===== src/hw/aems_pkg.sv =====
// package: register map, field layout and carrier types of the error mask/severity/status block
package aems_pkg;

    // ========================================
    // register offsets (byte addresses)
    localparam logic [11:0] UNC_STATUS_OFS = 12'h104;
    localparam logic [11:0] UNC_MASK_OFS   = 12'h108;
    localparam logic [11:0] UNC_SEV_OFS    = 12'h10c;
    localparam logic [11:0] COR_STATUS_OFS = 12'h110;
    localparam logic [11:0] COR_MASK_OFS   = 12'h114;
    localparam logic [11:0] ERR_CTRL_OFS   = 12'h118;

    // ========================================
    // uncorrectable field positions
    localparam int UNC_TRAIN_BIT   = 0;
    localparam int UNC_DLPE_BIT    = 4;
    localparam int UNC_POISON_BIT  = 12;
    localparam int UNC_FCPE_BIT    = 13;
    localparam int UNC_CPL_TO_BIT  = 14;
    localparam int UNC_CA_BIT      = 15;
    localparam int UNC_UC_BIT      = 16;
    localparam int UNC_RX_OVF_BIT  = 17;
    localparam int UNC_MALF_BIT    = 18;
    localparam int UNC_ECRC_BIT    = 19;
    localparam int UNC_UR_BIT      = 20;
    localparam int UNC_ACS_BIT     = 21;

    // ========================================
    // correctable field positions
    localparam int COR_RX_ERR_BIT  = 0;
    localparam int COR_BAD_TLP_BIT = 6;
    localparam int COR_BAD_DLP_BIT = 7;
    localparam int COR_ROLL_BIT    = 8;
    localparam int COR_RPL_TO_BIT  = 12;
    localparam int COR_ADV_NF_BIT  = 13;

    // ========================================
    // implemented bits and reset values
    localparam logic [31:0] UNC_IMPL         = 32'h003ff011;
    localparam logic [31:0] SEV_IMPL         = 32'h00000011;
    localparam logic [31:0] COR_IMPL         = 32'h000031c1;
    localparam logic [31:0] UNC_STATUS_RESET = 32'h00000000;
    localparam logic [31:0] UNC_MASK_RESET   = 32'h00000000;
    localparam logic [31:0] UNC_SEV_RESET    = 32'h00000011;
    localparam logic [31:0] COR_STATUS_RESET = 32'h00000000;
    localparam logic [31:0] COR_MASK_RESET   = 32'h00002000;
    localparam logic [4:0]  FEP_RESET        = 5'h00;
    localparam int          FEP_LSB          = 0;

    // ========================================
    // bus answers
    localparam logic [1:0] RESP_OKAY   = 2'h0;
    localparam logic [1:0] RESP_SLVERR = 2'h2;

    // ========================================
    // carrier types
    typedef struct packed {
        logic [31:0] uncor;
        logic [31:0] cor;
    } aems_event_type;

    typedef struct packed {
        logic cor;
        logic nonfatal;
        logic fatal;
    } aems_msg_type;

    typedef struct packed {
        logic       strobe;
        logic       is_cor;
        logic [4:0] bit_pos;
    } aems_log_type;

    typedef enum logic [1:0] {
        WR_IDLE = 2'b01,
        WR_RESP = 2'b10
    } aems_wr_state_type;

    typedef enum logic [1:0] {
        RD_IDLE = 2'b01,
        RD_RESP = 2'b10
    } aems_rd_state_type;

endpackage : aems_pkg


===== src/hw/aems_top.sv =====
// error mask, severity and status registers of one switch port, reached over AXI4-Lite
// Functional notes
// - uncorrectable mask bit 0 blocks logging and messaging of training errors.
// - uncorrectable mask bit 4 blocks logging and messaging of link protocol errors.
// - uncorrectable mask bit 12 blocks logging and messaging of poisoned packets.
// - uncorrectable mask bit 13 blocks logging and messaging of flow control errors.
// - uncorrectable mask bit 14 blocks logging and messaging of completion timeouts.
// - uncorrectable mask bit 15 blocks logging and messaging of completer aborts.
// - uncorrectable mask bit 16 blocks logging and messaging of unexpected completions.
// - uncorrectable mask bit 17 blocks logging and messaging of receiver overflows.
// - uncorrectable mask bit 18 blocks logging and messaging of malformed packets.
// - uncorrectable mask bit 19 blocks logging and messaging of end-to-end CRC errors.
// - uncorrectable mask bit 20 blocks logging and messaging of unsupported requests.
// - severity bits 0 and 4 select fatal when one; both reset to one.
// - correctable status bit 0 sets on receiver error, resets zero, write-one clears.
// - correctable status bits 6 and 7 set on bad packets; reset zero.
// - correctable status bit 8 sets on replay counter rollover; resets zero.
// - correctable status bits 12 and 13 set on replay timeout, advisory error.
// - correctable mask bit 0 blocks logging and messaging of receiver errors.
// - correctable mask bits 6 and 7 block logging and messaging of bad packets.
// - correctable mask bit 8 blocks logging and messaging of replay rollovers.
// - correctable mask bit 12 blocks logging and messaging of replay timeouts.
// - correctable mask bit 13 blocks advisory errors and resets to one.
// - a first-error pointer holds the position of the first unmasked uncorrectable error.
//
// The AXI4-Lite interface to the registers is this design's own decision.
`timescale 1ns/10ps
`default_nettype none

module aems_top
    import aems_pkg::*;
(
    input  wire logic           REF_CLK,
    input  wire logic           RST_N,
    input  wire logic           SOFT_RST,
    input  wire aems_event_type EVENTS,
    output var  aems_msg_type   ERR_MSG,
    output var  aems_log_type   HDR_LOG,
    input  wire logic [11:0]    AWADDR,
    input  wire logic           AWVALID,
    output logic                AWREADY,
    input  wire logic [31:0]    WDATA,
    input  wire logic [3:0]     WSTRB,
    input  wire logic           WVALID,
    output logic                WREADY,
    output logic [1:0]          BRESP,
    output logic                BVALID,
    input  wire logic           BREADY,
    input  wire logic [11:0]    ARADDR,
    input  wire logic           ARVALID,
    output logic                ARREADY,
    output logic [31:0]         RDATA,
    output logic [1:0]          RRESP,
    output logic                RVALID,
    input  wire logic           RREADY
);

    // ========================================
    // state
    aems_wr_state_type wr_state;
    aems_rd_state_type rd_state;
    logic [11:0]       wr_addr;
    logic [31:0]       wr_data;
    logic [3:0]        wr_strb;
    logic              have_aw;
    logic              have_w;
    logic [31:0]       unc_status;
    logic [31:0]       unc_mask;
    logic [31:0]       unc_sev;
    logic [31:0]       cor_status;
    logic [31:0]       cor_mask;
    logic [4:0]        first_err;

    // ========================================
    // combinational helpers
    logic [31:0] byte_mask;
    logic [31:0] unc_set;
    logic [31:0] cor_set;
    logic [31:0] unc_report;
    logic [31:0] cor_report;
    logic        wr_go;
    logic        wr_hit;
    logic [31:0] rd_word;
    logic        rd_hit;

    function automatic logic [4:0] lowest_set(input logic [31:0] v);
        logic [4:0] pos;
        pos = 5'h00;
        for (int i = 31; i >= 0; i--) begin
            if (v[i]) begin
                pos = 5'(i);
            end
        end
        return pos;
    endfunction : lowest_set

    always_comb begin
        for (int b = 0; b < 4; b++) begin
            byte_mask[b*8 +: 8] = {8{wr_strb[b]}};
        end
    end

    assign wr_go  = (wr_state == WR_IDLE) && have_aw && have_w;

    always_comb begin
        case (wr_addr)
            UNC_STATUS_OFS, UNC_MASK_OFS, UNC_SEV_OFS,
            COR_STATUS_OFS, COR_MASK_OFS, ERR_CTRL_OFS: wr_hit = 1'b1;
            default:                                    wr_hit = 1'b0;
        endcase
    end

    assign unc_set = EVENTS.uncor & UNC_IMPL;
    assign cor_set = EVENTS.cor & COR_IMPL;

    assign unc_report = unc_set & ~unc_mask;

    assign cor_report = cor_set & ~cor_mask;

    // ========================================
    // write channel capture
    always_ff @(posedge REF_CLK or negedge RST_N) begin
        if (!RST_N) begin
            have_aw <= 1'b0;
            wr_addr <= 12'h000;
            AWREADY <= 1'b0;
        end else if (SOFT_RST) begin
            have_aw <= 1'b0;
            AWREADY <= 1'b0;
        end else if (AWVALID && AWREADY) begin
            have_aw <= 1'b1;
            wr_addr <= {AWADDR[11:2], 2'b00};
            AWREADY <= 1'b0;
        end else if (wr_go) begin
            have_aw <= 1'b0;
        end else begin
            AWREADY <= !have_aw && (wr_state == WR_IDLE) && AWVALID;
        end
    end

    always_ff @(posedge REF_CLK or negedge RST_N) begin
        if (!RST_N) begin
            have_w  <= 1'b0;
            wr_data <= 32'h00000000;
            wr_strb <= 4'h0;
            WREADY  <= 1'b0;
        end else if (SOFT_RST) begin
            have_w <= 1'b0;
            WREADY <= 1'b0;
        end else if (WVALID && WREADY) begin
            have_w  <= 1'b1;
            wr_data <= WDATA;
            wr_strb <= WSTRB;
            WREADY  <= 1'b0;
        end else if (wr_go) begin
            have_w <= 1'b0;
        end else begin
            WREADY <= !have_w && (wr_state == WR_IDLE) && WVALID;
        end
    end

    // ========================================
    // write response
    always_ff @(posedge REF_CLK or negedge RST_N) begin
        if (!RST_N) begin
            wr_state <= WR_IDLE;
            BVALID   <= 1'b0;
            BRESP    <= RESP_OKAY;
        end else if (SOFT_RST) begin
            wr_state <= WR_IDLE;
            BVALID   <= 1'b0;
        end else begin
            case (wr_state)
                WR_IDLE: begin
                    if (wr_go) begin
                        wr_state <= WR_RESP;
                        BVALID   <= 1'b1;
                        BRESP    <= wr_hit ? RESP_OKAY : RESP_SLVERR;
                    end
                end
                WR_RESP: begin
                    if (BREADY) begin
                        wr_state <= WR_IDLE;
                        BVALID   <= 1'b0;
                    end
                end
                default: begin
                    wr_state <= WR_IDLE;
                    BVALID   <= 1'b0;
                end
            endcase
        end
    end

    // ========================================
    // read channel
    // reserved bits read zero
    always_comb begin
        rd_word = 32'h00000000;
        rd_hit  = 1'b1;
        case ({ARADDR[11:2], 2'b00})
            UNC_STATUS_OFS: rd_word = unc_status;
            UNC_MASK_OFS:   rd_word = unc_mask;
            UNC_SEV_OFS:    rd_word = unc_sev;
            COR_STATUS_OFS: rd_word = cor_status;
            COR_MASK_OFS:   rd_word = cor_mask;
            ERR_CTRL_OFS:   rd_word = {27'h0, first_err};
            default:        rd_hit  = 1'b0;
        endcase
    end

    always_ff @(posedge REF_CLK or negedge RST_N) begin
        if (!RST_N) begin
            rd_state <= RD_IDLE;
            ARREADY  <= 1'b0;
            RVALID   <= 1'b0;
            RDATA    <= 32'h00000000;
            RRESP    <= RESP_OKAY;
        end else if (SOFT_RST) begin
            rd_state <= RD_IDLE;
            ARREADY  <= 1'b0;
            RVALID   <= 1'b0;
        end else begin
            case (rd_state)
                RD_IDLE: begin
                    if (ARVALID && ARREADY) begin
                        rd_state <= RD_RESP;
                        ARREADY  <= 1'b0;
                        RVALID   <= 1'b1;
                        RDATA    <= rd_word;
                        RRESP    <= rd_hit ? RESP_OKAY : RESP_SLVERR;
                    end else begin
                        ARREADY <= ARVALID;
                    end
                end
                RD_RESP: begin
                    if (RREADY) begin
                        rd_state <= RD_IDLE;
                        RVALID   <= 1'b0;
                    end
                end
                default: begin
                    rd_state <= RD_IDLE;
                    ARREADY  <= 1'b0;
                    RVALID   <= 1'b0;
                end
            endcase
        end
    end

    // ========================================
    // uncorrectable mask
    // only power reset clears, reserved bits held zero
    always_ff @(posedge REF_CLK or negedge RST_N) begin
        if (!RST_N) begin
            unc_mask <= UNC_MASK_RESET;
        end else if (wr_go && (wr_addr == UNC_MASK_OFS)) begin
            unc_mask <= ((unc_mask & ~byte_mask) | (wr_data & byte_mask)) & UNC_IMPL;
        end
    end

    // ========================================
    // uncorrectable severity
    // severity select written
    always_ff @(posedge REF_CLK or negedge RST_N) begin
        if (!RST_N) begin
            unc_sev <= UNC_SEV_RESET;
        end else if (wr_go && (wr_addr == UNC_SEV_OFS)) begin
            unc_sev <= ((unc_sev & ~byte_mask) | (wr_data & byte_mask)) & SEV_IMPL;
        end
    end

    // ========================================
    // correctable mask
    // advisory mask writable
    always_ff @(posedge REF_CLK or negedge RST_N) begin
        if (!RST_N) begin
            cor_mask <= COR_MASK_RESET;
        end else if (wr_go && (wr_addr == COR_MASK_OFS)) begin
            cor_mask <= ((cor_mask & ~byte_mask) | (wr_data & byte_mask)) & COR_IMPL;
        end
    end

    // ========================================
    // sticky status, set wins over clear
    // write one clears
    always_ff @(posedge REF_CLK or negedge RST_N) begin
        if (!RST_N) begin
            cor_status <= COR_STATUS_RESET;
        end else if (wr_go && (wr_addr == COR_STATUS_OFS)) begin
            cor_status <= (cor_status & ~(wr_data & byte_mask)) | cor_set;
        end else begin
            cor_status <= cor_status | cor_set;
        end
    end

    always_ff @(posedge REF_CLK or negedge RST_N) begin
        if (!RST_N) begin
            unc_status <= UNC_STATUS_RESET;
        end else if (wr_go && (wr_addr == UNC_STATUS_OFS)) begin
            unc_status <= (unc_status & ~(wr_data & byte_mask)) | unc_set;
        end else begin
            unc_status <= unc_status | unc_set;
        end
    end

    // ========================================
    // first error pointer
    // capture when previous error cleared
    always_ff @(posedge REF_CLK or negedge RST_N) begin
        if (!RST_N) begin
            first_err <= FEP_RESET;
        end else if (!unc_status[first_err] && (|unc_report)) begin
            first_err <= lowest_set(unc_report);
        end
    end

    // ========================================
    // error messages
    always_ff @(posedge REF_CLK or negedge RST_N) begin
        if (!RST_N) begin
            ERR_MSG <= '0;
        end else begin
            ERR_MSG.fatal    <= |(unc_report & unc_sev);
            ERR_MSG.nonfatal <= |(unc_report & ~unc_sev);
            ERR_MSG.cor      <= |cor_report;
        end
    end

    // ========================================
    // header log strobe
    // only unmasked errors logged
    always_ff @(posedge REF_CLK or negedge RST_N) begin
        if (!RST_N) begin
            HDR_LOG <= '0;
        end else begin
            HDR_LOG.strobe   <= (|unc_report) || (|cor_report);
            HDR_LOG.is_cor   <= !(|unc_report);
            HDR_LOG.bit_pos  <= (|unc_report) ? lowest_set(unc_report) : lowest_set(cor_report);
        end
    end

endmodule : aems_top

`default_nettype wire


===== config.mk =====
export PLATFORM = sky130hd
export DESIGN_NAME = aems_top
export DESIGN_NICKNAME = d
export VERILOG_FILES = /design/src/hw/aems_pkg.sv /design/src/hw/aems_top.sv
export SDC_FILE = /design/constraint.sdc
export NUM_CORES = 1
export LEC_CHECK = 0
export ABC_AREA = 1
export BUFFER_PORTS_ARGS = -buffer_cell sky130_fd_sc_hd__buf_2
export CORE_MARGIN = 2
export CORE_UTILIZATION = 25
export CTS_CLUSTER_SIZE = 28
export DETAILED_ROUTE_END_ITERATION = 8
export PLACE_DENSITY_LB_ADDON = 0.15
export SLEW_MARGIN = 25
export SYNTH_ARGS = -nofsm -noshare
export SYNTH_HDL_FRONTEND = slang
export SYNTH_SLANG_ARGS = --single-unit

===== constraint.sdc =====
create_clock -name REF_CLK -period 1.6 [get_ports REF_CLK]
set_input_delay 0.16 -clock REF_CLK [delete_from_list [all_inputs] [get_ports REF_CLK]]
set_output_delay 0.16 -clock REF_CLK [all_outputs]
set_load 0.05 [all_outputs]

### Word-level counts from Yosys, hierarchy flattened

Index checks and enable logic that the tools add are counted.

* bits in registers: 192
* input port bits: 132
* output and inout port bits: 51
* word-level logic and storage cells: 212

* $lt $le $gt $ge: 1
* eq/ne operators: 23
* muxes and demuxes: 104
* bitwise operators: 23
* reductions and logical operators: 34

Operators with widths (count)
* $mux W5: 65
* $pmux W32 S6: 1
* $and A32 B32 Y32: 4
* $reduce_or A32 Y1: 4
* $eq A10 B7 Y1 const B: 12
* $mux W32: 2
* $or A32 B14 Y32: 2
* $or A32 B22 Y32: 2
* $and A14 B32 Y32: 1
* $and A22 B32 Y32: 1
* $and A32 B5 Y32: 1
* $not A14 Y32: 1
* $not A22 Y32: 1
* $not A32 Y32: 1
* $not A5 Y32: 1
* $and A22 B22 Y22: 1
* $mux W1: 22
* $not A22 Y22: 1
* $or A22 B22 Y22: 1
* $mux W2: 8
* $logic_and A1 B1 Y1: 15
* $and A14 B14 Y14: 1
* $or A14 B14 Y14: 1
* $ne A3 B3 Y1 const B: 4
* 17 further kinds: 32

### Depth between registers and ports, before layout

* depth after elaboration: 35
* mapped depth: 12
* depth with buffers taken out: 12

### Worst setup path after synthesis

No wires, ideal clock.

* kind: flip-flop to flip-flop
* start point: register BVALID (netlist name)
* end point: register unc_status[24]
* setup time: 138 ps
* arrival time: 1663 ps
* required time: 1462 ps
* setup slack: -201 ps
* stages on the path, launching flop included: 8
* buffers on the path: 1
* clock period less this slack: 1801 ps
* cell sequence: dfrtp_1 inv_1 nand2_2 nor3_4 inv_2 nor4_4 buf_6 a31oi_1

RTL lines
* end signal: assignment: line aems_top.sv:301 `unc_status <= (unc_status & ~(wr_data & byte_mask)) | unc_set;`
* end signal: assignment: line aems_top.sv:303 `unc_status <= unc_status | unc_set;`
* end: declaration: line aems_top.sv:67 `logic [31:0] unc_status;`

### Final worst setup path

* start point: register wr_state[0]
* end point: register unc_status[24]

* longest elaborated chain between the ends: 5

RTL lines
* start: declaration: line aems_top.sv:60 `aems_wr_state_type wr_state;`
* start signal: assignment: line aems_top.sv:166 `wr_state <= WR_IDLE;`
* start signal: assignment: line aems_top.sv:170 `wr_state <= WR_IDLE;`
* start signal: assignment: line aems_top.sv:176 `wr_state <= WR_RESP;`
* $eq A2 B1 Y1: line aems_top.sv:103 `assign wr_go = (wr_state == WR_IDLE) && have_aw && have_w;`
* $logic_and A1 B1 Y1 (2 in series): line aems_top.sv:103
* $logic_and A1 B1 Y1: line aems_top.sv:300 `end else if (wr_go && (wr_addr == UNC_STATUS_OFS)) begin`
* $mux W32: line aems_top.sv:300

No other way between the ends.
A chain may end at the register's enable or synchronous reset.

==> run_results.csv <==
group,metric,value,unit
setup_path,crit_start,"wr_state[0]",
cts,clockBufferDepth,2,
cts,cts_tree,"built",
placed_design,port_buffers,130,
route,drt_iter0_drc,414,
floorplan,initial_utilization,0.253,
setup_path,startpoint_type,"register",
setup_path,rr_startpoint,"wr_state[0]",
cts,cts.sinks,188,
cts,clk_latency,0.44,ns
run,max_cap_viol_count,0,
hold_path,worstHoldStart,"BREADY",
route,via_per_inst,4.32,
logic_synthesis,ys_ff_latch,188,
setup_path,end_kind,"register",
sta,slew_violations,0,
sta,slew_headroom,0.598,
logic_synthesis,synthDistinctLibCells,38,
layout,area_delta_synth_final,42.8,%
logic_synthesis,ys.warnings.count,0,
logic_synthesis,yosys-mux-area-fraction,0.0399,
floorplan,die_h,188,um
power,irDropWorstVdd,0.657,mV
cts,clk_pin_slew,0.08,ns
sta,skew,0.0119,ns
power,powerDensity,1040,mW/mm2
logic_synthesis,synth-simple-area-share,0.204,
global_routing,grt_max_degree,59,
sta,finalHoldViolations,0,
floorplan,coreArea,0.0334,mm2
run_status,violations,"setup timing",
setup_path,cp.arrival,1.90,ns
global_routing,grt_util_all_layers,0.154,
run_status,status,"finished with violations",
sta,tightest_slew,0.602,ns
power,p_leak,6.15,nW
sta,rsz0062_at_grt,"true",
setup_path,cp_max_fo,19,
layout,design_area,0.0121,mm2
logic_synthesis,ys_seq_area_frac,0.556,
logic_synthesis,synth_compound_area_frac,0.116,
sta,setup_viol,1,
layout,fin_util,0.362,
global_routing,grt_pass1_wl,41900,um
placed_design,detailed_place_hpwl,18900,um
route,drc,0,
setup_path,worstPathRequired,1.88,ns
sta,final.period_utilization,1.01,
layout,diodes,0,
logic_synthesis,synthXorXnorAreaFrac,0,
cts,clockRootBuffer,"clkbuf_16",
global_routing,grt_pass1_vias,7469,
logic_synthesis,synth_top_family_by_area,"simple AND/OR/NAND/NOR gates",
floorplan,die_w,188,um
route,dr.pass1.iters,5,
floorplan,die_area,0.0354,mm2
sta,fin_crit,1.61,ns
logic_synthesis,synthAdderAreaFrac,0,
sta,max_freq,620,MHz
layout,nets,1386,
cts,htreeDepth,4,
floorplan,design.portCount,183,
route,finalWirelength,26200,um
sta,timing.final.ws_setup,-0.0124,ns
global_routing,grt-ovfl-total,0,
logic_synthesis,netlist_area,0.00847,mm2
setup_path,critical_path_class,"register to register",
floorplan,rows,67,
route,num_vias,7414,
global_routing,antenna_found_initial,0,
placed_design,routabilityCongestion,0.778,
route,final_antenna_net_count,0,
sta,tns,-0.0124,ns
hold_path,hp-class,"input port to register",
route,wl_per_cell,15.3,um
cts,cts_buffers,17,
layout,drive_gt1_frac,0.316,
placed_design,place_area,0.0103,mm2
logic_synthesis,netlist_instances,986,
logic_synthesis,syn_avg_cell_area,8.59,um2
what timing repair did:
| item | 4_1_cts | 5_1_grt |
|---|---|---|
| endpoints found under the setup margin | 72 | 106 |
| gates resized for setup | 28 | 138 |
| buffers inserted | 2 | 7 |
| endpoints found under the hold margin | 235 | 0 |
| hold buffers | 70 | 0 |
| pin swaps | 4 | 20 |
| gates cloned | 0 | 1 |
per-layer routing:
layer | vias to the layer above | wire (um) | track usage
met1 | 3567 | 12900 | 0.215
met5 | - | 0 | 0
met2 | 122 | 12100 | 0.248
met3 | 18 | 762 | 0.0225
met4 | 0 | 353 | 0.0439
li1 | 3707 | - | -
cell usage after synthesis (all sizes together):
cell	number	area, um2
mux2	30	338
or2	4	27.5
nand2	261	985
buf	23	131
dfrtp	183	4580
nand4	12	75.1
nor2	71	272
a22oi	1	7.51
o2111ai	1	8.76
nand3	54	285
dfstp	5	131
o21ai	98	490
clkbuf	15	56.3
o21bai	8	60.1
o221ai	1	8.76
o21a	1	7.51
nand3b	1	7.51
a31oi	19	119
o22ai	11	68.8
nor4	2	27.5
conb	1	3.75
o211ai	1	7.51
inv	137	514
nor3	6	52.6
o41ai	1	8.76
a21oi	39	199
cell type report:
class | count | area (um2)
Fill cell | 3532 | 21300
Clock buffer | 17 | 425
Multi-Input combinational cell | 624 | 3470
Sequential cell | 188 | 4710
Clock inverter | 15 | 175
Timing Repair Buffer | 286 | 2240
Tap cell | 448 | 561
Inverter | 137 | 519
where the power goes:
part / internal, mW / switching, mW
registers: 5.12 / 0.374
logic: 1.14 / 1.49
clock network: 2.37 / 2.08
per-stage QoR:
stage	instances	setup slack (ns)	total power, mW	hold slack (ns)
after floorplan	987	-0.0852	6.67	-0.136
after global placement	1603	-0.0718	7.68	0.0826
after detailed placement	1603	-0.114	7.69	0.0807
after CTS	1707	-0.0332	12.4	0.00840
after global routing	1715	-0.0916	13.2	0.0414
final	1715	-0.0124	12.6	0.0202
kinds of logic (layout without fill, tap and decap cells):
family | after synthesis | in the layout
DFF | 188 | 188
AOI/OAI and AO/OA | 181 | 181
muxes | 30 | 30
and+or+nand+nor | 411 | 411
other | 1 | 2
buffers and inverters | 175 | 455
final timing paths:
| check | end | slack (ns) | depth (start not counted) |
|---|---|---|---|
| max reg2reg | unc_status[24] | -0.01 | 7 |
| min | wr_state[0] | 0.02 | 3 |
| min reg2reg | cor_status[14] | 0.48 | 2 |
| max in group asynchronous | wr_data[27] | 0.81 | 3 |
| max | unc_status[24] | -0.01 | 7 |
| min in group asynchronous | RDATA[26] | 0.18 | 2 |
cell usage in the layout, fill, tap and decap left out, types with 3 or more instances in the layout:
| cell | netlist | routed |
|---|---|---|
| nand2_1 | 259 | 240 |
| dfrtp_1 | 183 | 181 |
| buf_2 | 18 | 129 |
| inv_1 | 133 | 118 |
| dlygate4sd3_1 | 0 | 70 |
| buf_4 | 4 | 60 |
| nor2_1 | 69 | 59 |
| o21ai_0 | 94 | 53 |
| a21oi_1 | 38 | 33 |
| nand3_1 | 51 | 33 |
| mux2_2 | 30 | 30 |
| o21ai_2 | 0 | 27 |
| o21ai_1 | 4 | 18 |
| a31oi_1 | 19 | 18 |
| clkbuf_16 | 0 | 18 |
| nand2_2 | 2 | 17 |
| inv_2 | 4 | 17 |
| buf_12 | 0 | 14 |
| nand3_2 | 3 | 13 |
| nand4_1 | 12 | 12 |
| buf_6 | 1 | 11 |
| o22ai_1 | 11 | 10 |
| nor2_2 | 2 | 9 |
| nand3_4 | 0 | 8 |
| o21bai_1 | 8 | 8 |
| inv_6 | 0 | 6 |
| a21oi_2 | 1 | 5 |
| dfstp_2 | 5 | 5 |
| nand2_4 | 0 | 4 |
| nor2_4 | 0 | 3 |
| nor3_1 | 4 | 3 |
| inv_8 | 0 | 3 |
worst max-delay path, stage by stage, from the launching register on:
cell and delay [ns]:
dfstp_2 0.56, nand2_4 0.06, nor3_4 0.13, inv_2 0.08, buf_6 0.13, nor4_4 0.17, buf_12 0.21, a31oi_1 0.10
No activity file was read; power rests on OpenSTA's default activity.
